## src/hw/ovuv_pkg.sv

```systemverilog
package ovuv_pkg;

    localparam int CHANNELS = 16;
    localparam int LEVEL_W = 8;
    localparam int CLK_MHZ = 250;

    // Register byte offsets on the word-wide bus
    localparam logic [7:0] OFF_OVER_LEVEL = 8'h00;
    localparam logic [7:0] OFF_UNDER_LEVEL = 8'h04;
    localparam logic [7:0] OFF_UNDER_MASK_LO = 8'h08;
    localparam logic [7:0] OFF_UNDER_MASK_HI = 8'h0C;
    localparam logic [7:0] OFF_CONTROL = 8'h10;
    localparam logic [7:0] OFF_STATE_FLAGS = 8'h14;
    localparam logic [7:0] OFF_OVER_FAULT_LO = 8'h18;
    localparam logic [7:0] OFF_OVER_FAULT_HI = 8'h1C;
    localparam logic [7:0] OFF_UNDER_FAULT_LO = 8'h20;
    localparam logic [7:0] OFF_UNDER_FAULT_HI = 8'h24;

    // Field positions
    localparam int CTRL_RUN_LSB = 0;
    localparam int CTRL_LAUNCH_BIT = 2;
    localparam int CTRL_PICK_LSB = 4;
    localparam int STAT_ACTIVE_BIT = 0;
    localparam int STAT_BIST_PASS_BIT = 1;
    localparam int STAT_SETTLING_BIT = 2;

    // Reset values
    localparam logic [LEVEL_W-1:0] RST_OVER_LEVEL = 8'hFF;
    localparam logic [LEVEL_W-1:0] RST_UNDER_LEVEL = 8'h00;
    localparam logic [7:0] RST_MASK = 8'h00;
    localparam logic [1:0] RST_RUN_SELECT = 2'h0;
    localparam logic [3:0] RST_CHANNEL_PICK = 4'h0;

    // Run-select encodings
    localparam logic [1:0] RUN_STOP = 2'h0;
    localparam logic [1:0] RUN_ROBIN = 2'h1;
    localparam logic [1:0] RUN_BIST = 2'h2;
    localparam logic [1:0] RUN_LOCK = 2'h3;

    // Timing
    localparam int SLOT_TIME_NS = 1000;
    localparam int SLOT_CYCLES = SLOT_TIME_NS * CLK_MHZ / 1000;
    localparam int FRONT_END_SETTLE_TIME_NS = 2000;
    localparam int SETTLE_CYCLES = (FRONT_END_SETTLE_TIME_NS * CLK_MHZ + 999) / 1000;
    localparam int BIST_PHASE_SLOTS = 2;

    localparam logic [15:0] ADC_FORCE_VALUE = 16'h8000;
    localparam logic [1:0] HRESP_OKAY = 2'h0;

    typedef enum logic [3:0] {
        ST_STOP = 4'b0001,
        ST_ROBIN = 4'b0010,
        ST_BIST = 4'b0100,
        ST_LOCK = 4'b1000
    } protState_t;

    typedef struct packed {
        logic [1:0] runSel;
        logic [LEVEL_W-1:0] overLevel;
        logic [LEVEL_W-1:0] underLevel;
        logic [CHANNELS-1:0] underMask;
    } launchCopy_t;

    typedef struct packed {
        logic write;
        logic [7:0] addr;
    } busReq_t;

endpackage : ovuv_pkg

```

## src/hw/overvoltage_undervoltage_protector_ctrl.sv

```systemverilog
// Decided for this implementation: register access over AHB-Lite and the address map.
module overvoltage_undervoltage_protector_ctrl #(
    parameter int SLOT_CYCLES = ovuv_pkg::SLOT_CYCLES,
    parameter int SETTLE_CYCLES = ovuv_pkg::SETTLE_CYCLES
) (
    input wire logic clk, // 250 MHz clock
    input wire logic rst_b, // Synchronous reset, active low
    input wire logic hsel, // Slave select
    input wire logic [31:0] haddr, // Byte address
    input wire logic [1:0] htrans, // Transfer type
    input wire logic hwrite, // Write when high
    input wire logic [2:0] hsize, // Transfer size, word only
    input wire logic [31:0] hwdata, // Write data
    input wire logic hready, // Bus ready
    output logic hreadyout, // Slave ready
    output logic [31:0] hrdata, // Read data
    output logic [1:0] hresp, // Always OKAY
    input wire logic overCmpPin, // Over comparator output, analog side
    input wire logic underCmpPin, // Under comparator output, analog side
    input wire logic adcRunning, // Main ADC converting
    input wire logic shutdownReq, // Device shutting down
    output logic [3:0] muxChannel, // Sensed channel routed to comparators
    output logic [ovuv_pkg::LEVEL_W-1:0] overDac, // Over threshold DAC code
    output logic [ovuv_pkg::LEVEL_W-1:0] underDac, // Under threshold DAC code
    output logic bistStimOver, // Self-test stimulus above over level
    output logic bistStimUnder, // Self-test stimulus below under level
    output logic adcResultHold, // Freeze ADC result registers
    output logic adcResultForce, // Force ADC results to fixed code
    output logic protectorActive // Protectors running
);

    localparam int CH = ovuv_pkg::CHANNELS;
    localparam int LW = ovuv_pkg::LEVEL_W;
    localparam int SLOT_W = $clog2(SLOT_CYCLES + 1);
    localparam int SETTLE_W = $clog2(SETTLE_CYCLES + 1);
    localparam logic [SLOT_W-1:0] SLOT_LAST = SLOT_W'(SLOT_CYCLES - 1);
    localparam logic [SETTLE_W-1:0] SETTLE_LOAD = SETTLE_W'(SETTLE_CYCLES);

    if (SLOT_CYCLES < 4 || SETTLE_CYCLES < 1 || CH != 16)
    begin : gen_bad_param
        $error("Slot needs four cycles, settle one, and sixteen channels");
    end

    ovuv_pkg::protState_t state;
    ovuv_pkg::launchCopy_t live;
    ovuv_pkg::launchCopy_t copy;
    ovuv_pkg::busReq_t req;
    logic reqPending;
    logic [3:0] channelPick;
    logic overSync1;
    logic overSync2;
    logic underSync1;
    logic underSync2;
    logic [SLOT_W-1:0] slotCnt;
    logic [3:0] robinCh;
    logic bistPhase;
    logic [1:0] bistSlot;
    logic bistOverOk;
    logic bistPass;
    logic [SETTLE_W-1:0] settleCnt;
    logic heldAtStart;
    logic [CH-1:0] overFault;
    logic [CH-1:0] underFault;
    logic [CH-1:0] overClr;
    logic [CH-1:0] underClr;
    logic [CH-1:0] overSet;
    logic [CH-1:0] underSet;
    logic launchPulse;
    logic wrStrobe;
    logic slotEnd;
    logic sampleNow;
    logic bistEnd;
    logic adcBlocked;
    logic [3:0] next_channel;
    logic [31:0] next_rdata;

    assign wrStrobe = reqPending && req.write;
    assign launchPulse = wrStrobe && req.addr == ovuv_pkg::OFF_CONTROL
        && hwdata[ovuv_pkg::CTRL_LAUNCH_BIT];
    assign slotEnd = slotCnt == '0;
    assign bistEnd = state == ovuv_pkg::ST_BIST && slotEnd && bistPhase
        && bistSlot == 2'(ovuv_pkg::BIST_PHASE_SLOTS - 1);
    // Self test samples nothing into the fault flags
    assign sampleNow = slotEnd && (state == ovuv_pkg::ST_ROBIN
        || state == ovuv_pkg::ST_LOCK);
    assign adcBlocked = state == ovuv_pkg::ST_BIST || settleCnt != '0;

    // Bus slave: one wait state on every transfer, so a read always sees
    // a write that ended just before it
    always_ff @(posedge clk)
    begin
        if (!rst_b)
        begin
            reqPending <= 1'b0;
            req <= '0;
            hreadyout <= 1'b1;
        end
        else if (reqPending)
        begin
            reqPending <= 1'b0;
            hreadyout <= 1'b1;
        end
        else if (hsel && hready && htrans[1])
        begin
            reqPending <= 1'b1;
            req.write <= hwrite;
            req.addr <= {haddr[7:2], 2'b00};
            hreadyout <= 1'b0;
        end
    end

    always_ff @(posedge clk)
    begin
        if (!rst_b)
            hresp <= ovuv_pkg::HRESP_OKAY;
        else
            hresp <= ovuv_pkg::HRESP_OKAY;
    end

    // Live settings; the running logic sees the launch copy, except channelPick, which lock mode reads live
    always_ff @(posedge clk)
    begin
        if (!rst_b)
        begin
            live.overLevel <= ovuv_pkg::RST_OVER_LEVEL;
            live.underLevel <= ovuv_pkg::RST_UNDER_LEVEL;
            live.underMask <= {ovuv_pkg::RST_MASK, ovuv_pkg::RST_MASK};
            live.runSel <= ovuv_pkg::RST_RUN_SELECT;
            channelPick <= ovuv_pkg::RST_CHANNEL_PICK;
        end
        else if (wrStrobe)
        begin
            case (req.addr)
                ovuv_pkg::OFF_OVER_LEVEL: live.overLevel <= hwdata[LW-1:0];
                ovuv_pkg::OFF_UNDER_LEVEL: live.underLevel <= hwdata[LW-1:0];
                ovuv_pkg::OFF_UNDER_MASK_LO: live.underMask[7:0] <= hwdata[7:0];
                ovuv_pkg::OFF_UNDER_MASK_HI: live.underMask[15:8] <= hwdata[7:0];
                ovuv_pkg::OFF_CONTROL:
                begin
                    live.runSel <= hwdata[ovuv_pkg::CTRL_RUN_LSB +: 2];
                    channelPick <= hwdata[ovuv_pkg::CTRL_PICK_LSB +: 4];
                end
                default:
                begin
                end
            endcase
        end
    end

    always_comb
    begin
        next_rdata = '0;
        case (req.addr)
            ovuv_pkg::OFF_OVER_LEVEL: next_rdata[LW-1:0] = live.overLevel;
            ovuv_pkg::OFF_UNDER_LEVEL: next_rdata[LW-1:0] = live.underLevel;
            ovuv_pkg::OFF_UNDER_MASK_LO: next_rdata[7:0] = live.underMask[7:0];
            ovuv_pkg::OFF_UNDER_MASK_HI: next_rdata[7:0] = live.underMask[15:8];
            ovuv_pkg::OFF_CONTROL:
            begin
                next_rdata[ovuv_pkg::CTRL_RUN_LSB +: 2] = live.runSel;
                next_rdata[ovuv_pkg::CTRL_PICK_LSB +: 4] = channelPick;
            end
            ovuv_pkg::OFF_STATE_FLAGS:
            begin
                next_rdata[ovuv_pkg::STAT_ACTIVE_BIT] = protectorActive;
                next_rdata[ovuv_pkg::STAT_BIST_PASS_BIT] = bistPass;
                next_rdata[ovuv_pkg::STAT_SETTLING_BIT] = settleCnt != '0;
            end
            ovuv_pkg::OFF_OVER_FAULT_LO: next_rdata[7:0] = overFault[7:0];
            ovuv_pkg::OFF_OVER_FAULT_HI: next_rdata[7:0] = overFault[15:8];
            ovuv_pkg::OFF_UNDER_FAULT_LO: next_rdata[7:0] = underFault[7:0];
            ovuv_pkg::OFF_UNDER_FAULT_HI: next_rdata[7:0] = underFault[15:8];
            default: next_rdata = '0;
        endcase
    end

    always_ff @(posedge clk)
    begin
        if (!rst_b)
            hrdata <= '0;
        else if (reqPending && !req.write)
            hrdata <= next_rdata;
    end

    // Levels and under mask are taken only at launch; later writes wait for
    // the next one, but a channelPick write reaches lock mode at once
    always_ff @(posedge clk)
    begin
        if (!rst_b)
        begin
            copy.overLevel <= ovuv_pkg::RST_OVER_LEVEL;
            copy.underLevel <= ovuv_pkg::RST_UNDER_LEVEL;
            copy.underMask <= {ovuv_pkg::RST_MASK, ovuv_pkg::RST_MASK};
            copy.runSel <= ovuv_pkg::RST_RUN_SELECT;
        end
        else if (launchPulse)
        begin
            copy.overLevel <= live.overLevel;
            copy.underLevel <= live.underLevel;
            copy.underMask <= live.underMask;
            copy.runSel <= hwdata[ovuv_pkg::CTRL_RUN_LSB +: 2];
        end
    end

    // No sleep input: once launched the run goes on until a stop launch,
    // the end of a self test, or shutdown
    always_ff @(posedge clk)
    begin
        if (!rst_b || shutdownReq)
            state <= ovuv_pkg::ST_STOP;
        else if (launchPulse)
        begin
            case (hwdata[ovuv_pkg::CTRL_RUN_LSB +: 2])
                ovuv_pkg::RUN_ROBIN: state <= ovuv_pkg::ST_ROBIN;
                ovuv_pkg::RUN_BIST: state <= ovuv_pkg::ST_BIST;
                ovuv_pkg::RUN_LOCK: state <= ovuv_pkg::ST_LOCK;
                default: state <= ovuv_pkg::ST_STOP;
            endcase
        end
        else if (bistEnd)
            state <= ovuv_pkg::ST_STOP;
    end

    // Every slot lasts the same whether masked or not, so the round robin
    // period never depends on how many channels are in use
    always_ff @(posedge clk)
    begin
        if (!rst_b || launchPulse || state == ovuv_pkg::ST_STOP)
            slotCnt <= SLOT_LAST;
        else if (slotEnd)
            slotCnt <= SLOT_LAST;
        else
            slotCnt <= slotCnt - 1'b1;
    end

    always_ff @(posedge clk)
    begin
        if (!rst_b || launchPulse)
            robinCh <= '0;
        else if (state == ovuv_pkg::ST_ROBIN && slotEnd)
            robinCh <= robinCh + 1'b1;
    end

    always_comb
    begin
        case (state)
            ovuv_pkg::ST_LOCK: next_channel = channelPick;
            ovuv_pkg::ST_ROBIN: next_channel = robinCh;
            default: next_channel = '0;
        endcase
    end

    always_ff @(posedge clk)
    begin
        if (!rst_b)
        begin
            muxChannel <= '0;
            overDac <= ovuv_pkg::RST_OVER_LEVEL;
            underDac <= ovuv_pkg::RST_UNDER_LEVEL;
            protectorActive <= 1'b0;
        end
        else
        begin
            muxChannel <= shutdownReq ? 4'h0 : next_channel;
            overDac <= copy.overLevel;
            underDac <= copy.underLevel;
            protectorActive <= state != ovuv_pkg::ST_STOP && !bistEnd
                && !shutdownReq;
        end
    end

    // Comparator outputs come from the analog side
    always_ff @(posedge clk)
    begin
        if (!rst_b)
        begin
            overSync1 <= 1'b0;
            overSync2 <= 1'b0;
            underSync1 <= 1'b0;
            underSync2 <= 1'b0;
        end
        else
        begin
            overSync1 <= overCmpPin;
            overSync2 <= overSync1;
            underSync1 <= underCmpPin;
            underSync2 <= underSync1;
        end
    end

    // Self test: drive the over stimulus for some slots, then the under
    // one, and expect each comparator to trip
    always_ff @(posedge clk)
    begin
        if (!rst_b || launchPulse)
        begin
            bistPhase <= 1'b0;
            bistSlot <= '0;
            bistOverOk <= 1'b0;
        end
        else if (state == ovuv_pkg::ST_BIST && slotEnd)
        begin
            if (bistSlot == 2'(ovuv_pkg::BIST_PHASE_SLOTS - 1))
            begin
                bistSlot <= '0;
                bistPhase <= 1'b1;
                if (!bistPhase)
                    bistOverOk <= overSync2;
            end
            else
                bistSlot <= bistSlot + 1'b1;
        end
    end

    always_ff @(posedge clk)
    begin
        if (!rst_b)
        begin
            bistStimOver <= 1'b0;
            bistStimUnder <= 1'b0;
            bistPass <= 1'b0;
        end
        else
        begin
            bistStimOver <= state == ovuv_pkg::ST_BIST && !bistPhase && !launchPulse;
            bistStimUnder <= state == ovuv_pkg::ST_BIST && bistPhase && !bistEnd
                && !launchPulse;
            if (launchPulse)
                bistPass <= 1'b0;
            else if (bistEnd)
                bistPass <= bistOverOk && underSync2;
        end
    end

    // ADC interlock; a self test cut short by a new launch still settles
    always_ff @(posedge clk)
    begin
        if (!rst_b)
            settleCnt <= '0;
        else if (state == ovuv_pkg::ST_BIST && (bistEnd || launchPulse || shutdownReq))
            settleCnt <= SETTLE_LOAD;
        else if (settleCnt != '0)
            settleCnt <= settleCnt - 1'b1;
    end

    always_ff @(posedge clk)
    begin
        if (!rst_b)
            heldAtStart <= 1'b0;
        else if (!adcBlocked)
            heldAtStart <= adcRunning;
    end

    // Host is expected to have stopped the ADC first; both cases are still
    // handled so results never show test levels
    always_ff @(posedge clk)
    begin
        if (!rst_b)
        begin
            adcResultHold <= 1'b0;
            adcResultForce <= 1'b0;
        end
        else
        begin
            adcResultHold <= adcBlocked && heldAtStart;
            adcResultForce <= adcBlocked && !heldAtStart && adcRunning;
        end
    end

    // Flags are sampled from the comparators only, never from ADC data
    generate
        for (genvar i = 0; i < CH; i++)
        begin : gen_flag
            assign overSet[i] = sampleNow && muxChannel == 4'(i) && overSync2;
            assign underSet[i] = sampleNow && muxChannel == 4'(i) && underSync2
                && !copy.underMask[i];
            assign overClr[i] = wrStrobe && hwdata[i % 8] && (i < 8
                ? req.addr == ovuv_pkg::OFF_OVER_FAULT_LO
                : req.addr == ovuv_pkg::OFF_OVER_FAULT_HI);
            assign underClr[i] = wrStrobe && hwdata[i % 8] && (i < 8
                ? req.addr == ovuv_pkg::OFF_UNDER_FAULT_LO
                : req.addr == ovuv_pkg::OFF_UNDER_FAULT_HI);

            // A detection in the clearing cycle wins
            always_ff @(posedge clk)
            begin
                if (!rst_b)
                begin
                    overFault[i] <= 1'b0;
                    underFault[i] <= 1'b0;
                end
                else
                begin
                    overFault[i] <= (overFault[i] && !overClr[i]) || overSet[i];
                    underFault[i] <= (underFault[i] && !underClr[i]) || underSet[i];
                end
            end
        end
    endgenerate

endmodule : overvoltage_undervoltage_protector_ctrl

```

## config.mk

```make
export PLATFORM = sky130hd
export DESIGN_NAME = overvoltage_undervoltage_protector_ctrl
export DESIGN_NICKNAME = d
export VERILOG_FILES = /design/src/hw/ovuv_pkg.sv /design/src/hw/overvoltage_undervoltage_protector_ctrl.sv
export SDC_FILE = /design/constraint.sdc
export NUM_CORES = 1
export LEC_CHECK = 0
export ABC_AREA = 0
export BUFFER_PORTS_ARGS = -buffer_cell sky130_fd_sc_hd__buf_4
export CORE_ASPECT_RATIO = 0.75
export CORE_MARGIN = 2
export CORE_UTILIZATION = 45
export CTS_BUF_LIST = sky130_fd_sc_hd__clkbuf_8 sky130_fd_sc_hd__clkbuf_16
export CTS_CLUSTER_DIAMETER = 150
export DETAILED_ROUTE_END_ITERATION = 7
export PLACE_DENSITY = 0.67
export SYNTH_ARGS = -nofsm -noshare
export SYNTH_HDL_FRONTEND = slang
export SYNTH_SLANG_ARGS = --single-unit
```

## constraint.sdc

```tcl
create_clock -name clk -period 5.1 [get_ports clk]
set_input_delay 1.02 -clock clk [delete_from_list [all_inputs] [get_ports clk]]
set_output_delay 1.02 -clock clk [all_outputs]
set_load 0.02 [all_outputs]
```

* Yosys cells after proc, flatten, opt, wreduce, memory -nomap -nowiden
Cells that the tools add are included.
Storage, ports and cells: flip-flop bits (word level) 179, bits of input ports 78, output and inout port bits 60, logic and storage cells 392
Operators by class: add/sub/neg operators 4, equal/unequal tests 33, mux-type cells 12, bitwise logic cells 3, reduce and logical (&&, ||, !) cells 272
Operator list (number):
- $logic_and A1 B1 Y1 | 159
- $logic_not A1 Y1 | 55
- $logic_or A1 B1 Y1 | 39
- $eq A4 B4 Y1 const B | 9
- $pmux W4 S9 | 1
- $eq A6 B3 Y1 const B | 4
- $eq A4 B3 Y1 const B | 5
- $pmux W2 S10 | 1
- $mux W9 | 2
- $logic_not A8 Y1 | 2
- $reduce_and A2 Y1 | 7
- $eq A4 B2 Y1 const B | 3
- $eq A6 B2 Y1 const B | 2
- $eq A6 B4 Y1 const B | 2
- $pmux W4 S3 | 1
- $reduce_or A2 Y1 | 5
- $pmux W1 S9 | 1
- $reduce_bool A9 Y1 | 1
- $sub A9 B1 Y9 const B | 1
- $eq A4 B1 Y1 const B | 2
- $mux W4 | 2
- $pmux W1 S8 | 1
- $pmux W4 S2 | 1
- $sub A8 B1 Y8 const B | 1
- other kinds (12) | 17

* Logic depth before layout (Yosys ltp)
Gate-level depths: netlist of the first run.
depth in word-level cells 8, mapped depth 8, gate-level depth less buffers 6

* Worst setup path before layout of the first run
OpenSTA, ideal clock, no wires.
path kind input -> register, start input hwdata[2], end register copy[29] in the netlist's numbering, library setup time 0.137 ns, arrival 1.972 ns, data required time 4.963 ns, setup slack 2.991 ns, cell stages on the path 6, path buffers 2, path through nand3_1 -> or3_4 -> buf_6 -> buf_6 -> nand2_1 -> nand3_1
On the way: word-level cells in the longest chain between the ends 1
RTL lines:
- start: declaration | RTL line overvoltage_undervoltage_protector_ctrl.sv:13 | input wire logic [31:0] hwdata,
- $logic_and A1 B1 Y1 | RTL line overvoltage_undervoltage_protector_ctrl.sv:79 | && hwdata[ovuv_pkg::CTRL_LAUNCH_BIT];
- end: declaration | RTL line overvoltage_undervoltage_protector_ctrl.sv:46 | ovuv_pkg::launchCopy_t copy;
No other way between the ends. A chain may end at the register's enable or synchronous reset.

* Worst setup path in the final report of the first run
start register req[4] in the netlist's numbering, end register copy[17] in the netlist's numbering
On the way: word-level cells in the longest chain between the ends 3
RTL lines:
- start: declaration | RTL line overvoltage_undervoltage_protector_ctrl.sv:47 | ovuv_pkg::busReq_t req;
- $eq A6 B3 Y1 | RTL line overvoltage_undervoltage_protector_ctrl.sv:78 | assign launchPulse = wrStrobe && req.addr == ovuv_pkg::OFF_CONTROL
- $logic_and A1 B1 Y1 | RTL line overvoltage_undervoltage_protector_ctrl.sv:78
- $logic_and A1 B1 Y1 | RTL line overvoltage_undervoltage_protector_ctrl.sv:79
No other way between the ends.

==> flow_metrics.tcl, run 1 <==
set metrics [dict create \
    wire_per_inst_um 18.8 \
    drive_above_1_share_pct 14.2 \
    cp_cell_sequence "buf_4 > or4b_4 > nor3_4 > buf_4 > nand2_1 > a21oi_1" \
    end_kind "register" \
    yosysSeqAreaShare_pct 46.5 \
    cellPowerDensity_nw_per_um2 360 \
    fp.dieArea_sq_um 18200 \
    port_buffers 57 \
    critPathTopFamily "simple AND/OR/NAND/NOR gates" \
    post_cts_resized 0 \
    initial_core_util_pct 45.9 \
    yosys.area.top_type_share_pct 46.5 \
    synth_edf_count 0 \
    fin_crit_ns 2.88 \
    finalCritPeriodShare_pct 56.4 \
    nNetsFinal 952 \
    worstSkewPairLatency_ns 0.44 \
    ant_nets 0 \
    grt_overflow 0 \
    yosysUniqueCellTypes 66 \
    rsz0062_at_grt "no" \
    antenna_found_initial 0 \
    whs_ns 0.403 \
    vias_per_cell 5.73 \
    postCtsSetupBuffers 0 \
    io_pins 138 \
    p_leak_uw 0.00311 \
    clk_pin_slew_ns 0.08 \
    maxCapViolCount 0 \
    cts_max_level 4 \
    slowest_delay_ns 0.95 \
    gp_congestion 0.906 \
    async_reset_ff_share_pct 0 \
    synth_area_sq_um 7700 \
    worst_slew_pin_slew_ns 1.17 \
    coreArea_sq_um 16800 \
    arrival_ns 3.24 \
    hpwl_um 13800 \
    hp-class "register to register" \
    max_freq_ghz 0.348 \
    num_rows 41 \
    final_util_pct 52.1 \
    synth_ff_type "dfxtp_1" \
    clock_sinks 179 \
    antenna_cells 0 \
    dr.pass1.iters 6 \
    cts_tree "yes" \
    die_w_um 155 \
    cts_root_buf "clkbuf_16" \
    cts_buffer_depth 2 \
    syn_inst 835 \
    cp.buffers_inverters 2 \
    ys_ff_latch 179 \
    finClkSkew_ns 0.0142 \
    grt_pass1_vias 5661 \
    cp_max_fo 33 \
    vdd_drop_max_mv 0.246 \
    required_ns 5.46 \
    wirelength_um 20700 \
    synthesis.yosys.warnings 0 \
    drc_errors 0 \
    critPathKind "register to register" \
    cts-buffers-inserted 17 \
    final_hold_viol_count 0 \
    worst_setup_path_start_kind "register" \
    fin_tns_setup_ns 0 \
    postCtsHoldBufs 0 \
    vias 6287 \
    slew_headroom_pct 21.6 \
    grt_pass1_wl_um 32700 \
    avgSynthCellArea_sq_um 9.22 \
    cp_slowest_cell "nor3_4" \
    gr-usage-all-layers_pct 23.3 \
    syn_to_final_growth_pct 13.6 \
    slew_viol_final 0 \
    status "complete, no violations" \
    setup_viol 0 \
    grt_max_degree 83 \
    synth_area_leader_cell "dfxtp_1" \
    die_y_um 117 \
    cpMostUsedCell "buf_4" \
    synth.area.top_cells "dfxtp_1 (47%), mux2i_1 (6.8%), nand2_1 (6.0%)" \
    drtIter0Drc 634 \
]
## power breakdown
part | total [uW] | leakage, uW | switching (uW) | internal, uW
sequential | 1470 | 0.00145 | 33.8 | 1430
combinational | 331 | 0.00136 | 199 | 132
clock | 1350 | 0.000301 | 675 | 677
total | 3150 | 0.00311 | 908 | 2240
## routing by layer
layer  track usage (%)  share of wire [%]
met2              33.5                 41
met5                 0                  0
met4              5.62                1.0
met1              35.8                 49
met3              4.60                8.7
## cells in the final DEF, fill, tap and decap left out, types with 4 or more instances in the layout
cell type / n
a222oi_1: 6
a22oi_1: 6
buf_4: 64
mux4_2: 4
clkbuf_16: 17
a21oi_1: 49
mux2i_1: 52
nor2b_1: 13
nor3b_1: 5
inv_1: 9
o21ai_1: 8
nor4_4: 5
a211oi_1: 4
conb_1: 26
nand2_1: 124
a311oi_1: 4
nor2_1: 58
nand4_1: 7
a31oi_1: 7
ha_1: 4
nand2b_1: 16
and2_1: 18
dfxtp_1: 179
and3_1: 6
xor2_1: 5
o21ai_0: 22
o31ai_1: 17
xnor2_1: 5
nor3_1: 12
o211ai_1: 33
or4b_2: 4
nand3_1: 22
or3_1: 5
nand3b_1: 8
clkinv_8: 6
## cell families (layout without fill, tap and decap cells)
kind of cell,after synthesis,after routing,synth area share [%]
adder cells (fa/ha/maj),4,4,0.650
multiplexers,58,58,8.22
flip-flops,179,179,46.5
AO/OA/AOI/OAI,175,175,15.0
other,1,26,0.0487
buffers and inverters,83,106,6.06
AND/OR/NAND/NOR,325,325,22.3
XOR/XNOR,10,10,1.14
## metrics by stage
step | cells | worst slack, ns | total power [uW] | cell area, sq um
after floorplan | 860 | 2.99 | 1760 | 7790
after global placement | 1066 | 2.02 | 1820 | 8120
after detailed placement | 1066 | 2.02 | 1830 | 8120
after CTS | 1098 | 2.24 | 3170 | 8740
after global routing | 1098 | 2.10 | 3270 | 8740
final | 1098 | 2.22 | 3150 | 8740
## synthesized netlist by cell type (8+ instances only)
master	number
o21ai_0	22
nand2_1	124
nand3b_1	8
buf_4	28
buf_2	10
o31ai_1	17
inv_1	9
o21ai_1	8
mux2i_1	52
nand2b_1	16
clkbuf_1	26
nor3_1	12
dfxtp_1	179
a21oi_1	49
and2_1	18
nor2b_1	13
o211ai_1	33
nor2_1	58
nand3_1	22
## layout make-up
| type | instances | area [sq um] |
|---|---|---|
| Fill cell | 1557 | 8030 |
| Multi-Input combinational cell | 598 | 3750 |
| Sequential cell | 179 | 3580 |
| Timing Repair Buffer | 64 | 480 |
| Clock buffer | 17 | 425 |
| Tap cell | 215 | 269 |
| Clock inverter | 15 | 199 |
| Inverter | 10 | 37.5 |
## flip-flops by register name, indices dropped and copies added, names as in the netlist, 2 cells and up
signal	count
live	34
copy	32
overFault	16
underFault	16
settleCnt	9
hrdata	8
overDac	8
slotCnt	8
underDac	8
req	7
channelPick	4
muxChannel	4
robinCh	4
state	4
bistSlot	2
## worst paths after layout
check	endpoint	cells past startpoint	slack, ns	startpoint
worst max-delay path	copy[17]	6	2.22	req[4]
worst min-delay path	slotCnt[0]	1	0.40	slotCnt[0]
worst max register to register	copy[17]	6	2.22	req[4]
worst min register to register	slotCnt[0]	1	0.40	slotCnt[0]
(Power assumes the default switching activity.)
==> inputs of run 2 (changes only) <==
- clock period: 5.1 -> 2.8 ns (I/O delays scaled with it)
==> run 2 against run 1 <==
Global-route usage rose by 0.11 points. Design area rose by 0.77%. Core utilization rose by 0.40 points. Highest routed layer is now met5. Clock skew fell by 0.0061 ns. Worst setup slack got worse by 1.8 ns. Largest power group unchanged. Sequential cell count did not move. Via count rose by 0.70%. Critical endpoint is now hrdata[4].
==> flow_metrics.tcl, run 2 (synthesis results as in run 1) <==
set metrics [dict create \
    antenna_found_initial 1 \
    power_frac_clock_pct 41.6 \
    cts_buffer_depth 2 \
    fin_tns_setup_ns 0 \
    final_common_cell "dfxtp_1" \
    drtIter0Drc 674 \
    drc_errors 0 \
    finClkSkew_ns 0.00818 \
    grt_pass1_vias 5758 \
    dpl_cell_area_sq_um 8230 \
    cp_max_fo 13 \
    gr-usage-all-layers_pct 23.4 \
    power_frac_comb_pct 11.0 \
    required_ns 3.09 \
    arrival_ns 2.66 \
    worst_slew_pin_slew_ns 0.910 \
    reg2reg_depth 4 \
    grt_overflow 0 \
    setup_viol 0 \
    critPathKind "register to register" \
    vias_per_cell 5.69 \
    worstSkewPairLatency_ns 0.43 \
    post_cts_resized 0 \
    slowest_delay_ns 0.70 \
    status "complete, no violations" \
    ant_nets 0 \
    die_y_um 117 \
    initial_core_util_pct 45.9 \
    coreArea_sq_um 16800 \
    cts_max_level 4 \
    die_w_um 155 \
    slew_headroom_pct 39.2 \
    maxCapViolCount 0 \
    port_buffers 57 \
    p_int_uw 4210 \
    cp_cell_sequence "or4b_2 > nor2_2 > a2111oi_0 > a211oi_1" \
    end_kind "register" \
    largest_reg_flops 34 \
    critPathTopFamily "simple AND/OR/NAND/NOR gates" \
    critPathLaunch "req[5]" \
    wire_per_inst_um 18.6 \
    drive_above_1_share_pct 15.1 \
    path_depth 4 \
    switching_share_pct 25.6 \
    slew_viol_final 0 \
    cts_tree "yes" \
    clock_sinks 179 \
    grt_pass1_wl_um 32300 \
    cellPowerDensity_nw_per_um2 641 \
    antenna_cells 0 \
    top_register "live" \
    finalCritPeriodShare_pct 84.5 \
    crit_path_end "hrdata[4]" \
    finalPower_uw 5650 \
    final_cell_area_sq_um 8810 \
    cp_slowest_cell "or4b_2" \
    hpwl_um 14500 \
    gp_congestion 0.904 \
    cp.buffers_inverters 0 \
    nNetsFinal 966 \
    final_hold_viol_count 0 \
    syn_to_final_growth_pct 14.4 \
    timing.rr.end "hrdata[4]" \
    grt_max_degree 40 \
    timing.final.ws_setup_ns 0.434 \
    dr.pass1.iters 5 \
    top_regs "live: 34 flops, copy: 32 flops" \
    io_pins 138 \
    num_rows 41 \
    hp-class "primary input to register" \
    postCtsHoldBufs 0 \
    vias 6331 \
    p_leak_uw 0.00317 \
    wirelength_um 20700 \
    cts-buffers-inserted 17 \
    postCtsSetupBuffers 0 \
    r2r_setup_slack_ns 0.43 \
    final_cell_mix "dfxtp_1 (179), nand2_1 (124), buf_4 (77), nor2_1 (58), mux2i_1 (52)" \
    rsz0062_at_grt "no" \
    worst_setup_path_start_kind "register" \
    whs_ns 0.331 \
    max_freq_ghz 0.423 \
    r2r-start "req[5]" \
    p_sw_uw 1450 \
    cts_root_buf "clkbuf_16" \
    p_seq_share_pct 47.4 \
    clk_pin_slew_ns 0.07 \
    fp.dieArea_sq_um 18200 \
    pre_cts_ws_ns 0.520 \
    fin_crit_ns 2.37 \
    vdd_drop_max_mv 0.376 \
]
[run 2: cell types whose count changed in the layout (fill, tap and decap cells not counted), moves of 3 or more]
| cell | change |
|---|---|
| inv_1 | +3 |
| clkinvlp_4 | +3 |
| inv_6 | -3 |
| buf_4 | +13 |
| clkinv_8 | -6 |
[run 2: cell type report]
cell class | instances | area [sq um]
fillers | 1553 | 7960
multi-input cells | 598 | 3740
flip-flops and latches | 179 | 3580
repair buffers | 78 | 598
clock buffers | 18 | 439
well taps | 215 | 269
clock inverters | 14 | 141
inverters | 10 | 37.5
[run 2: how the worst min path moves through the flow]
stage                      from    endpoint  slack (ns)  cells past startpoint
floorplan            slotCnt[0]  slotCnt[0]        0.37                      1
global placement     slotCnt[0]  slotCnt[0]        0.38                      1
detailed placement   slotCnt[0]  slotCnt[0]        0.38                      1
CTS                 underCmpPin  underSync1        0.33                      2
global route        underCmpPin  underSync1        0.34                      2
finish              underCmpPin  underSync1        0.33                      2
[run 2: power by group through the flow]
stage | sequential, uW | clock, uW | combinational, uW
final | 2680 | 2350 | 622
after global routing | 2690 | 2490 | 686
after CTS | 2680 | 2390 | 623
after detailed placement | 2730 | 0 | 618
after global placement | 2730 | 0 | 605
after floorplan | 2730 | 0 | 475
[run 2: metal layers]
metal	part of all wire, %	track usage, %
met1	49	34.7
met2	41	33.2
met3	9.1	6.41
met4	1.4	6.79
met5	0.058	0
[run 2: per-stage QoR]
stage	std cells	utilization, %
after floorplan	860	-
after global placement	1080	49.1
after detailed placement	1080	49.1
after CTS	1112	52.5
final	1112	52.5
after global routing	1112	52.5
